===== config.mk =====
export PLATFORM = sky130hd
export DESIGN_NAME = hub_port_tuning_regs
export DESIGN_NICKNAME = d
export VERILOG_FILES = /design/src/hw/hub_port_tuning_pkg.sv /design/src/hw/hub_port_tuning_regs.sv /design/src/hw/pin_sync3.sv /design/src/hw/fault_source_mux.sv
export VERILOG_INCLUDE_DIRS = /design/src /design/src/hw
export SDC_FILE = /design/constraint.sdc
export NUM_CORES = 1
export LEC_CHECK = 0
export BUFFER_PORTS_ARGS = -buffer_cell sky130_fd_sc_hd__buf_2
export CORE_AREA = 2 2 129 131
export CTS_CLUSTER_DIAMETER = 50
export CTS_CLUSTER_SIZE = 20
export DETAILED_ROUTE_END_ITERATION = 12
export DIE_AREA = 0 0 131 133
export PLACE_DENSITY = 0.5
export SYNTH_ARGS = -nofsm -noshare
export SYNTH_HDL_FRONTEND = slang
export SYNTH_SLANG_ARGS = --single-unit

===== constraint.sdc =====
create_clock -name clock -period 6.1 [get_ports clock]
set_clock_uncertainty 0.05 [all_clocks]
set_input_delay 0.305 -clock clock [delete_from_list [all_inputs] [get_ports clock]]
set_output_delay 0.305 -clock clock [all_outputs]
set_load 0.01 [all_outputs]

===== src/hw/hub_port_tuning_regs.svh =====
// register offsets, field positions and codes of the hub port tuning bank
`ifndef HUB_PORT_TUNING_REGS_SVH
`define HUB_PORT_TUNING_REGS_SVH

`define OFS_GANG_PIN_SELECT 16'h525b
`define OFS_UP_HS_DRIVE_TRIM 16'h60ca
`define OFS_UP_SQUELCH_TRIM 16'h60cc
`define OFS_UP_SS_STATUS 16'h61c0
`define OFS_P1_HS_DRIVE_TRIM 16'h64ca
`define OFS_P1_SQUELCH_TRIM 16'h64cc
`define OFS_P1_SS_STATUS 16'h65c0
`define OFS_GANG_ENABLE 16'h525a

`define GANG_SEL_MSB 5
`define TRIM_MSB 2
`define LINK_STATE_LSB 4
`define LINK_SUB_MSB 2
`define GANG_EN_P1_BIT 1
`define GANG_EN_MSB 4

`define REG_RESET_VAL 8'h00
`define SYNC_STAGES 3

`define SRC_TEST_RESET 6'h00
`define SRC_SENSE_1 6'h01
`define SRC_SENSE_2 6'h03
`define SRC_ROM_CLK 6'h04
`define SRC_ROM_DATA 6'h05
`define SRC_SENSE_3 6'h06
`define SRC_SENSE_4 6'h07
`define SRC_PWR_1 6'h08
`define SRC_PWR_2 6'h09
`define SRC_PWR_3 6'h0a
`define SRC_PWR_4 6'h0b
`define SRC_MGMT_CLK 6'h0f

`endif


===== src/hw/hub_port_tuning_pkg.sv =====
// types shared by the hub port tuning bank
package hub_port_tuning_pkg;
	typedef enum logic [1:0] {
		BUS_IDLE = 2'b01,
		BUS_ACK = 2'b10
	} bus_state_t;
	typedef logic [7:0] reg_byte_t;
	typedef logic [2:0] trim_t;
endpackage


===== src/hw/hub_port_tuning_regs.sv =====
// configuration and status register bank for hub port tuning
// Operation
// - gang pin select bits 5:0 choose the shared fault signal source
// - drive current trim bits 2:0 set high-speed output current step
// - squelch trim bits 2:0 set trip point; bits 7:3 read zero
// - upstream link status read-only: state 7:4, substate 2:0, bit 3 zero
// - port 1 has its own drive and squelch trims, same encoding
// - port 1 link status read-only, laid out like upstream
// - gang enable set: port fault taken from the selected shared signal
`timescale 1ns/100ps
`include "hub_port_tuning_regs.svh"
module hub_port_tuning_regs
	import hub_port_tuning_pkg::*;
(
	// clocking
	input wire logic clock,
	input wire logic rst_n,
	input wire logic clockEnable,
	// wishbone slave
	input wire logic wb_cyc_i,
	input wire logic wb_stb_i,
	input wire logic wb_we_i,
	input wire logic [15:0] wb_adr_i,
	input wire logic [7:0] wb_dat_i,
	input wire logic wb_sel_i,
	output logic [7:0] wb_dat_o,
	output logic wb_ack_i_unused_guard,
	output logic wb_ack_o,
	// fault source pins
	input wire logic testResetPin,
	input wire logic [3:0] faultSenseIn,
	input wire logic romClockPin,
	input wire logic romDataPin,
	input wire logic [3:0] powerCtlPin,
	input wire logic mgmtBusClockPin,
	// link status from the superspeed cores
	input wire logic [3:0] upLinkState,
	input wire logic [2:0] upLinkSubState,
	input wire logic [3:0] port1LinkState,
	input wire logic [2:0] port1LinkSubState,
	// trim outputs to the phys
	output logic [2:0] upDriveCurrentTrim,
	output logic [2:0] upSquelchTripTrim,
	output logic [2:0] port1DriveCurrentTrim,
	output logic [2:0] port1SquelchTripTrim,
	// port 1 fault result
	input wire logic port1OwnFault,
	output logic port1Fault
);
	bus_state_t busState;
	reg_byte_t gangPinSelect;
	reg_byte_t gangEnable;
	reg_byte_t upHsDriveTrim;
	reg_byte_t upSquelchTrim;
	reg_byte_t port1HsDriveTrim;
	reg_byte_t port1SquelchTrim;
	logic [11:0] pinSync;
	logic sharedFault;

	// wb_ack_i_unused_guard is a spare error line, never asserted
	assign wb_ack_i_unused_guard = 1'b0;

	function automatic logic hit(input logic [15:0] adr, input logic [15:0] ofs);
		hit = (adr == ofs);
	endfunction

	wire request = wb_cyc_i && wb_stb_i && (busState == BUS_IDLE);
	wire writeStrobe = request && wb_we_i && wb_sel_i;
	wire hitGangSel = hit(wb_adr_i, `OFS_GANG_PIN_SELECT);
	wire hitGangEn = hit(wb_adr_i, `OFS_GANG_ENABLE);
	wire hitUpDrive = hit(wb_adr_i, `OFS_UP_HS_DRIVE_TRIM);
	wire hitUpSquelch = hit(wb_adr_i, `OFS_UP_SQUELCH_TRIM);
	wire hitUpStatus = hit(wb_adr_i, `OFS_UP_SS_STATUS);
	wire hitP1Drive = hit(wb_adr_i, `OFS_P1_HS_DRIVE_TRIM);
	wire hitP1Squelch = hit(wb_adr_i, `OFS_P1_SQUELCH_TRIM);
	wire hitP1Status = hit(wb_adr_i, `OFS_P1_SS_STATUS);

	// link status words, bit 3 reads zero
	wire [7:0] upStatusWord = {upLinkState, 1'b0, upLinkSubState};
	wire [7:0] p1StatusWord = {port1LinkState, 1'b0, port1LinkSubState};
	// squelch registers: reserved bits read zero
	wire [7:0] upSquelchWord = {5'h00, upSquelchTrim[`TRIM_MSB:0]};
	wire [7:0] p1SquelchWord = {5'h00, port1SquelchTrim[`TRIM_MSB:0]};

	// read select, unmapped addresses read zero
	wire [7:0] readMux =
		hitGangSel ? gangPinSelect :
		hitGangEn ? gangEnable :
		hitUpDrive ? upHsDriveTrim :
		hitUpSquelch ? upSquelchWord :
		hitUpStatus ? upStatusWord :
		hitP1Drive ? port1HsDriveTrim :
		hitP1Squelch ? p1SquelchWord :
		hitP1Status ? p1StatusWord :
		8'h00;

	// one-wait-state ack, dropped for one cycle after
	wire bus_state_t next_busState = request ? BUS_ACK : BUS_IDLE;

	always_ff @(posedge clock or negedge rst_n)
	begin
		if (!rst_n)
		begin
			busState <= BUS_IDLE;
			wb_ack_o <= 1'b0;
			wb_dat_o <= 8'h00;
		end
		else if (clockEnable)
		begin
			busState <= next_busState;
			wb_ack_o <= request;
			wb_dat_o <= request ? readMux : 8'h00;
		end
	end

	always_ff @(posedge clock or negedge rst_n)
	begin
		if (!rst_n)
		begin
			gangPinSelect <= `REG_RESET_VAL;
			gangEnable <= `REG_RESET_VAL;
			upHsDriveTrim <= `REG_RESET_VAL;
			upSquelchTrim <= `REG_RESET_VAL;
			port1HsDriveTrim <= `REG_RESET_VAL;
			port1SquelchTrim <= `REG_RESET_VAL;
		end
		else if (clockEnable && writeStrobe)
		begin
			if (hitGangSel)
				gangPinSelect <= wb_dat_i;
			if (hitGangEn)
				gangEnable <= wb_dat_i;
			if (hitUpDrive)
				upHsDriveTrim <= wb_dat_i;
			if (hitUpSquelch)
				upSquelchTrim <= wb_dat_i;
			if (hitP1Drive)
				port1HsDriveTrim <= wb_dat_i;
			if (hitP1Squelch)
				port1SquelchTrim <= wb_dat_i;
		end
	end

	// trim fields drive the phys directly
	assign upDriveCurrentTrim = upHsDriveTrim[`TRIM_MSB:0];
	assign upSquelchTripTrim = upSquelchTrim[`TRIM_MSB:0];
	assign port1DriveCurrentTrim = port1HsDriveTrim[`TRIM_MSB:0];
	assign port1SquelchTripTrim = port1SquelchTrim[`TRIM_MSB:0];

	pin_sync3 #(
		.WIDTH(12)
	) u_sync (
		.clock(clock),
		.rst_n(rst_n),
		.clockEnable(clockEnable),
		.asyncIn({mgmtBusClockPin, powerCtlPin, romDataPin, romClockPin, faultSenseIn,
			testResetPin}),
		.syncOut(pinSync)
	);

	// invalid codes select nothing (software keeps to the valid set)
	fault_source_mux u_mux (
		.sharedFaultSourceCode(gangPinSelect[`GANG_SEL_MSB:0]),
		.testResetPin(pinSync[0]),
		.faultSenseIn(pinSync[4:1]),
		.romClockPin(pinSync[5]),
		.romDataPin(pinSync[6]),
		.powerCtlPin(pinSync[10:7]),
		.mgmtBusClockPin(pinSync[11]),
		.sharedFault(sharedFault)
	);

	wire port1FaultShareEnable = gangEnable[`GANG_EN_P1_BIT];
	wire next_port1Fault = port1FaultShareEnable ? sharedFault : port1OwnFault;

	always_ff @(posedge clock or negedge rst_n)
	begin
		if (!rst_n)
			port1Fault <= 1'b0;
		else if (clockEnable)
			port1Fault <= next_port1Fault;
	end
endmodule


===== src/hw/pin_sync3.sv =====
// three-stage synchroniser with agreement of the last two stages
`timescale 1ns/100ps
module pin_sync3
	import hub_port_tuning_pkg::*;
#(
	parameter int WIDTH = 12
)
(
	// clocking
	input wire logic clock,
	input wire logic rst_n,
	input wire logic clockEnable,
	// data
	input wire logic [WIDTH-1:0] asyncIn,
	output logic [WIDTH-1:0] syncOut
);
	logic [WIDTH-1:0] stage1;
	logic [WIDTH-1:0] stage2;
	logic [WIDTH-1:0] stage3;
	wire [WIDTH-1:0] agreeMask = ~(stage2 ^ stage3);
	wire [WIDTH-1:0] next_syncOut = (stage3 & agreeMask) | (syncOut & ~agreeMask);

	always_ff @(posedge clock or negedge rst_n)
	begin
		if (!rst_n)
		begin
			stage1 <= '0;
			stage2 <= '0;
			stage3 <= '0;
			syncOut <= '0;
		end
		else if (clockEnable)
		begin
			stage1 <= asyncIn;
			stage2 <= stage1;
			stage3 <= stage2;
			syncOut <= next_syncOut;
		end
	end
endmodule


===== src/hw/fault_source_mux.sv =====
// picks the shared fault signal by its source code
`timescale 1ns/100ps
`include "hub_port_tuning_regs.svh"
module fault_source_mux
	import hub_port_tuning_pkg::*;
(
	// selection
	input wire logic [5:0] sharedFaultSourceCode,
	// candidate signals, already synchronised
	input wire logic testResetPin,
	input wire logic [3:0] faultSenseIn,
	input wire logic romClockPin,
	input wire logic romDataPin,
	input wire logic [3:0] powerCtlPin,
	input wire logic mgmtBusClockPin,
	// result
	output logic sharedFault
);
	// codes outside the valid set yield zero
	always_comb
	begin
		case (sharedFaultSourceCode)
			`SRC_TEST_RESET: sharedFault = testResetPin;
			`SRC_SENSE_1: sharedFault = faultSenseIn[0];
			`SRC_SENSE_2: sharedFault = faultSenseIn[1];
			`SRC_ROM_CLK: sharedFault = romClockPin;
			`SRC_ROM_DATA: sharedFault = romDataPin;
			`SRC_SENSE_3: sharedFault = faultSenseIn[2];
			`SRC_SENSE_4: sharedFault = faultSenseIn[3];
			`SRC_PWR_1: sharedFault = powerCtlPin[0];
			`SRC_PWR_2: sharedFault = powerCtlPin[1];
			`SRC_PWR_3: sharedFault = powerCtlPin[2];
			`SRC_PWR_4: sharedFault = powerCtlPin[3];
			`SRC_MGMT_CLK: sharedFault = mgmtBusClockPin;
			default: sharedFault = 1'b0;
		endcase
	end
endmodule


======== Word-level counts from Yosys, hierarchy flattened ========
Index checks and enable logic that the tools add are counted.
storage, ports and cells
  logic and storage cells ................. 64
  output and inout bits ................... 23
  input bits .............................. 58
  register bits ........................... 98
operators by class
  eq/ne operators ......................... 20
  reduce and logical (&&, ||, !) cells .... 12
  bitwise gates (word level) .............. 6
  muxes and demuxes ....................... 12
operators by type and width
  operator                                               count
  equality test 16 x 15 -> 1 bit, second input constant  8
  two-way mux 8 bit                                      9
  equality test 6 x 4 -> 1 bit, second input constant    5
  AND 12 bit                                             2
  equality test 6 x 3 -> 1 bit, second input constant    4
  NOT 12 bit                                             2
  OR 12 bit                                              1
  one-hot mux 1 bit (12 select lines)                    1
  AND reduction 2 bit                                    6
  bitwise XOR 12 bit                                     1
  equality test 6 x 1 -> 1 bit, second input constant    1
  equality test 6 x 2 -> 1 bit, second input constant    1
  zero test 6 bit                                        1
  logical AND 1 bit                                      5
  equality test 2 x 1 -> 1 bit, second input constant    1
  two-way mux 2 bit                                      1
  two-way mux 1 bit                                      1

======== Logic depth before layout (Yosys ltp) ========
  word-level depth ........................ 10
  depth in mapped cells ................... 7
  mapped depth without buffers ............ 6

======== Cells and area by module ========
From an unflattened synthesis, not the netlist that was laid out.
second synthesis, totals
  cells, all modules ...................... 400
  area, all modules ....................... 4895.9 um2
modules (own cells, without submodules)
  module                cells each  area each (um2)  sequential area each (um2)  instances
  hub_port_tuning_regs  243         2747.6           1227.4                      1
  pin_sync3             139         2006.9           1201.2                      1
  fault_source_mux      18          141.4            0.0                         1

======== Least setup slack after synthesis ========
OpenSTA, ideal clock, no wires.
  path type ............................... register -> register
  start ................................... register busState[0]
  end ..................................... register port1SquelchTrim[0]
  period minus slack after synthesis ...... 2.040 ns
  cell stages (with the launch flop) ...... 7
  setup slack ............................. 4.060 ns
  arrival ................................. 1.866 ns
  library setup time ...................... 0.125 ns
  required time ........................... 5.925 ns
  buffers on the path ..................... 1
  cells stage by stage .................... dfstp_2 > nor2b_2 > and4_1 > buf_2 > nand3_2 > nor3_1 > mux2_2
on the way
  cells in the longest elaborated chain, start to end .. 6
RTL lines
  what                                  line                         text
  from (decl)                           hub_port_tuning_regs.sv:50   bus_state_t busState;
  from (signal assigned)                hub_port_tuning_regs.sv:110  busState <= next_busState;
  equality test 2 x 1 -> 1 bit          hub_port_tuning_regs.sv:67   wire request = wb_cyc_i && wb_stb_i && (busState == BUS_IDLE);
  logical AND 1 bit                     hub_port_tuning_regs.sv:67
  logical AND 1 bit (2 in a row)        hub_port_tuning_regs.sv:68   wire writeStrobe = request && wb_we_i && wb_sel_i;
  logical AND 1 bit                     hub_port_tuning_regs.sv:127  else if (clockEnable && writeStrobe)
  AND reduction 2 bit (no source line)  n/a
  to (signal assigned)                  hub_port_tuning_regs.sv:125  port1SquelchTrim <= `REG_RESET_VAL;
  to (signal assigned)                  hub_port_tuning_regs.sv:140  port1SquelchTrim <= wb_dat_i;
  to (decl)                             hub_port_tuning_regs.sv:56   reg_byte_t port1SquelchTrim;
No other way between the ends.
A chain may end at the register's enable or synchronous reset.

======== Worst setup path after layout ========
  start ................................... input clockEnable
  end ..................................... register port1HsDriveTrim[5]
on the way
  cells in the longest elaborated chain, start to end .. 2
RTL lines
  what                                  line                         text
  from (decl)                           hub_port_tuning_regs.sv:18   input wire logic clockEnable,
  logical AND 1 bit                     hub_port_tuning_regs.sv:127
  AND reduction 2 bit (no source line)  n/a
  to (signal assigned)                  hub_port_tuning_regs.sv:124  port1HsDriveTrim <= `REG_RESET_VAL;
  to (signal assigned)                  hub_port_tuning_regs.sv:138  port1HsDriveTrim <= wb_dat_i;
  to (decl)                             hub_port_tuning_regs.sv:55   reg_byte_t port1HsDriveTrim;
No other way between the ends.

==> results.toml <==
[run_status]
status = "completed"

[setup_path]
critPathRequiredTime_ns = 6.28
ff2ff_setup_slack_ns = 3.83
endpoint_kind = "flip-flop"
path_max_fanout = 75
path_class = "primary input to flip-flop"
worstPathArrival_ns = 2.54
start_kind = "primary input"

[final_layout]
diodes = 0
fillers = 1650
drive_gt1_share_pct = 38.7
fin_area_mm2 = 0.00559
regArea_mm2 = 0.00243
multi_input_area_mm2 = 0.00214
syn_to_final_growth_pct = 18.5
final_nets = 543
layout_common_cells = "dfrtp_1, buf_2, mux2_2"
fin_cells = 709
final_common_cell = "dfrtp_1"

[global_route]
grtUsageMet1_pct = 17.6
met3_usage_pct = 3.44
grt_max_degree = 76
grt_pass1_wl_um = 18100
grt_pass1_vias = 3421
grt_use_total_pct = 13.5
gr-usage-met2_pct = 22.2
antenna_found_initial = 0
top_usage_layer = "met2"
grt_overflow = 0

[clock_network]
htree_num_levels = 3
cts.sinks = 97
insertion_delay_ns = 0.34
cts_resized = 0
cts_tree = "yes"
cts_made_buffers = 9
cts_root_buf = "clkbuf_16"
postCtsSetupBuffers = 0
clockBufferDepth = 2
path_clk_slew_ns = 0.06
holdBufCountCts = 1

[synthesis]
synth_edf_count = 0
ys_seq_area_share_pct = 51.5
ys_warn_count = 0
syn_nets = 473
netlist_area_mm2 = 0.00472
synth-seq-cells = 97
synthFlopType = "dfrtp_1"
ys_types = 57
synth_cells = 415
synthArstFlopShare_pct = 100
synth.avg_cell_area_um2 = 11.4

[power_and_ir_drop]
power_density_mw_per_mm2 = 265
p_leak_uw = 0.00254
vdd_drop_max_uv = 200
power.total_uw = 1480

[timing]
finalSetupTns_ns = 0
fin_crit_sh_pct = 38.8
max-slew-margin-rel_pct = 45.6
drv_slew = 0
grt_setup_unrepaired = "false"
clock.fmax_ghz = 0.422
finalCriticalPeriod_ns = 2.37
worst_pin_slew_ns = 0.816
setup_viol = 0
hold_violations = 0

[run]
maxCapViolCount = 0

[detailed_routing]
routed_via_density = 4.82
first_iter_violations = 144
totalWireLength_um = 11200
ant_nets = 0
dr.pass1.iters = 4
drc = 0
post_drt_wl_per_cell_um = 15.7
vias = 3415

[floorplan]
dieArea_mm2 = 0.0174
rows = 47
die_h_um = 133
design.core.area_mm2 = 0.0162
initial_core_util_pct = 29.2
fp.dieW_um = 131
io_pins = 81

[placement]
routabilityCongestion = 0.863
hpwl_um = 8370
port_buffers = 79
dp.cells = 693
placedInstanceArea_mm2 = 0.00528

[min_path]
min_path_type = "primary input to flip-flop"
## final cells by class
type,instances,share of cell area [%]
timing repair buffer,82,7.56
clock inverter,4,0.917
multi-input combinational,288,38.2
clock buffer,11,4.52
sequential,97,43.4
inverter,7,0.470
tap,220,4.92
## power by group
group	switching, uW	internal, uW
Clock	233	338
Sequential	44.4	704
Combinational	78.4	82.2
Total	356	1120
## path summary, 6_finish.rpt
path                                       from                  end  depth (start not counted)
worst max-delay path                clockEnable  port1HsDriveTrim[5]                          6
worst min-delay path            faultSenseIn[2]     u_sync.stage1[3]                          2
worst max register to register      busState[0]  port1HsDriveTrim[5]                          5
worst min register to register      busState[0]          busState[0]                          2
max in group asynchronous                 rst_n     upHsDriveTrim[6]                          3
min in group asynchronous                 rst_n     u_sync.stage1[9]                          2
## logic make-up (layout without fill, tap and decap cells)
logic type	after synthesis	count (layout)	synth area share [%]
AO/OA/AOI/OAI	85	85	10.5
buffers and inverters	30	104	3.26
flip-flops	97	97	51.5
multiplexers	77	77	18.3
other	1	1	0.0795
AND/OR/NAND/NOR	125	125	16.4
## through the flow
stage / hold slack [ns] / utilization [%] / setup slack (ns)
6_report: 0.141 / 34.6 / 3.73
4_1_cts: 0.125 / 34.6 / 3.70
3_3_place_gp: 0.291 / 32.6 / 3.39
5_1_grt: 0.125 / 34.6 / 3.53
3_5_place_dp: 0.308 / 32.6 / 3.32
2_1_floorplan: -0.0406 / - / 4.06
## per-layer routing
layer | up-vias | routed length (um)
li1 | 1638 | -
met1 | 1677 | 5110
met2 | 89 | 5380
met3 | 11 | 534
met4 | 0 | 134
met5 | - | 0
## synthesized netlist by cell type, types with 2 or more instances
library cell | count | share of area, %
a211oi_1 | 3 | 0.48
a21oi_1 | 38 | 4.0
a22o_1 | 6 | 1.1
a22oi_1 | 4 | 0.64
a31oi_1 | 3 | 0.40
and2_1 | 3 | 0.40
and4bb_2 | 2 | 0.53
buf_1 | 5 | 0.40
buf_2 | 2 | 0.21
buf_4 | 8 | 1.3
clkbuf_1 | 6 | 0.48
dfrtp_1 | 96 | 51
inv_1 | 7 | 0.56
mux2_2 | 74 | 18
mux2i_1 | 3 | 0.64
nand2_1 | 11 | 0.87
nand2b_1 | 16 | 2.1
nand3_1 | 8 | 0.85
nand4_1 | 3 | 0.40
nor2_1 | 32 | 2.5
nor2b_1 | 10 | 1.3
nor3_1 | 11 | 1.2
nor3b_1 | 4 | 0.64
nor4_1 | 2 | 0.27
nor4b_4 | 2 | 1.0
o21ai_0 | 21 | 2.2
o21ai_1 | 4 | 0.42
o311a_1 | 2 | 0.42
## worst max-delay path, stage by stage
cell	delay (ns)
buf_2	0.07
buf_4	0.58
and4_1	0.42
nand3_2	0.31
nor3_4	0.44
mux2_2	0.39
(Power assumes the default switching activity.)
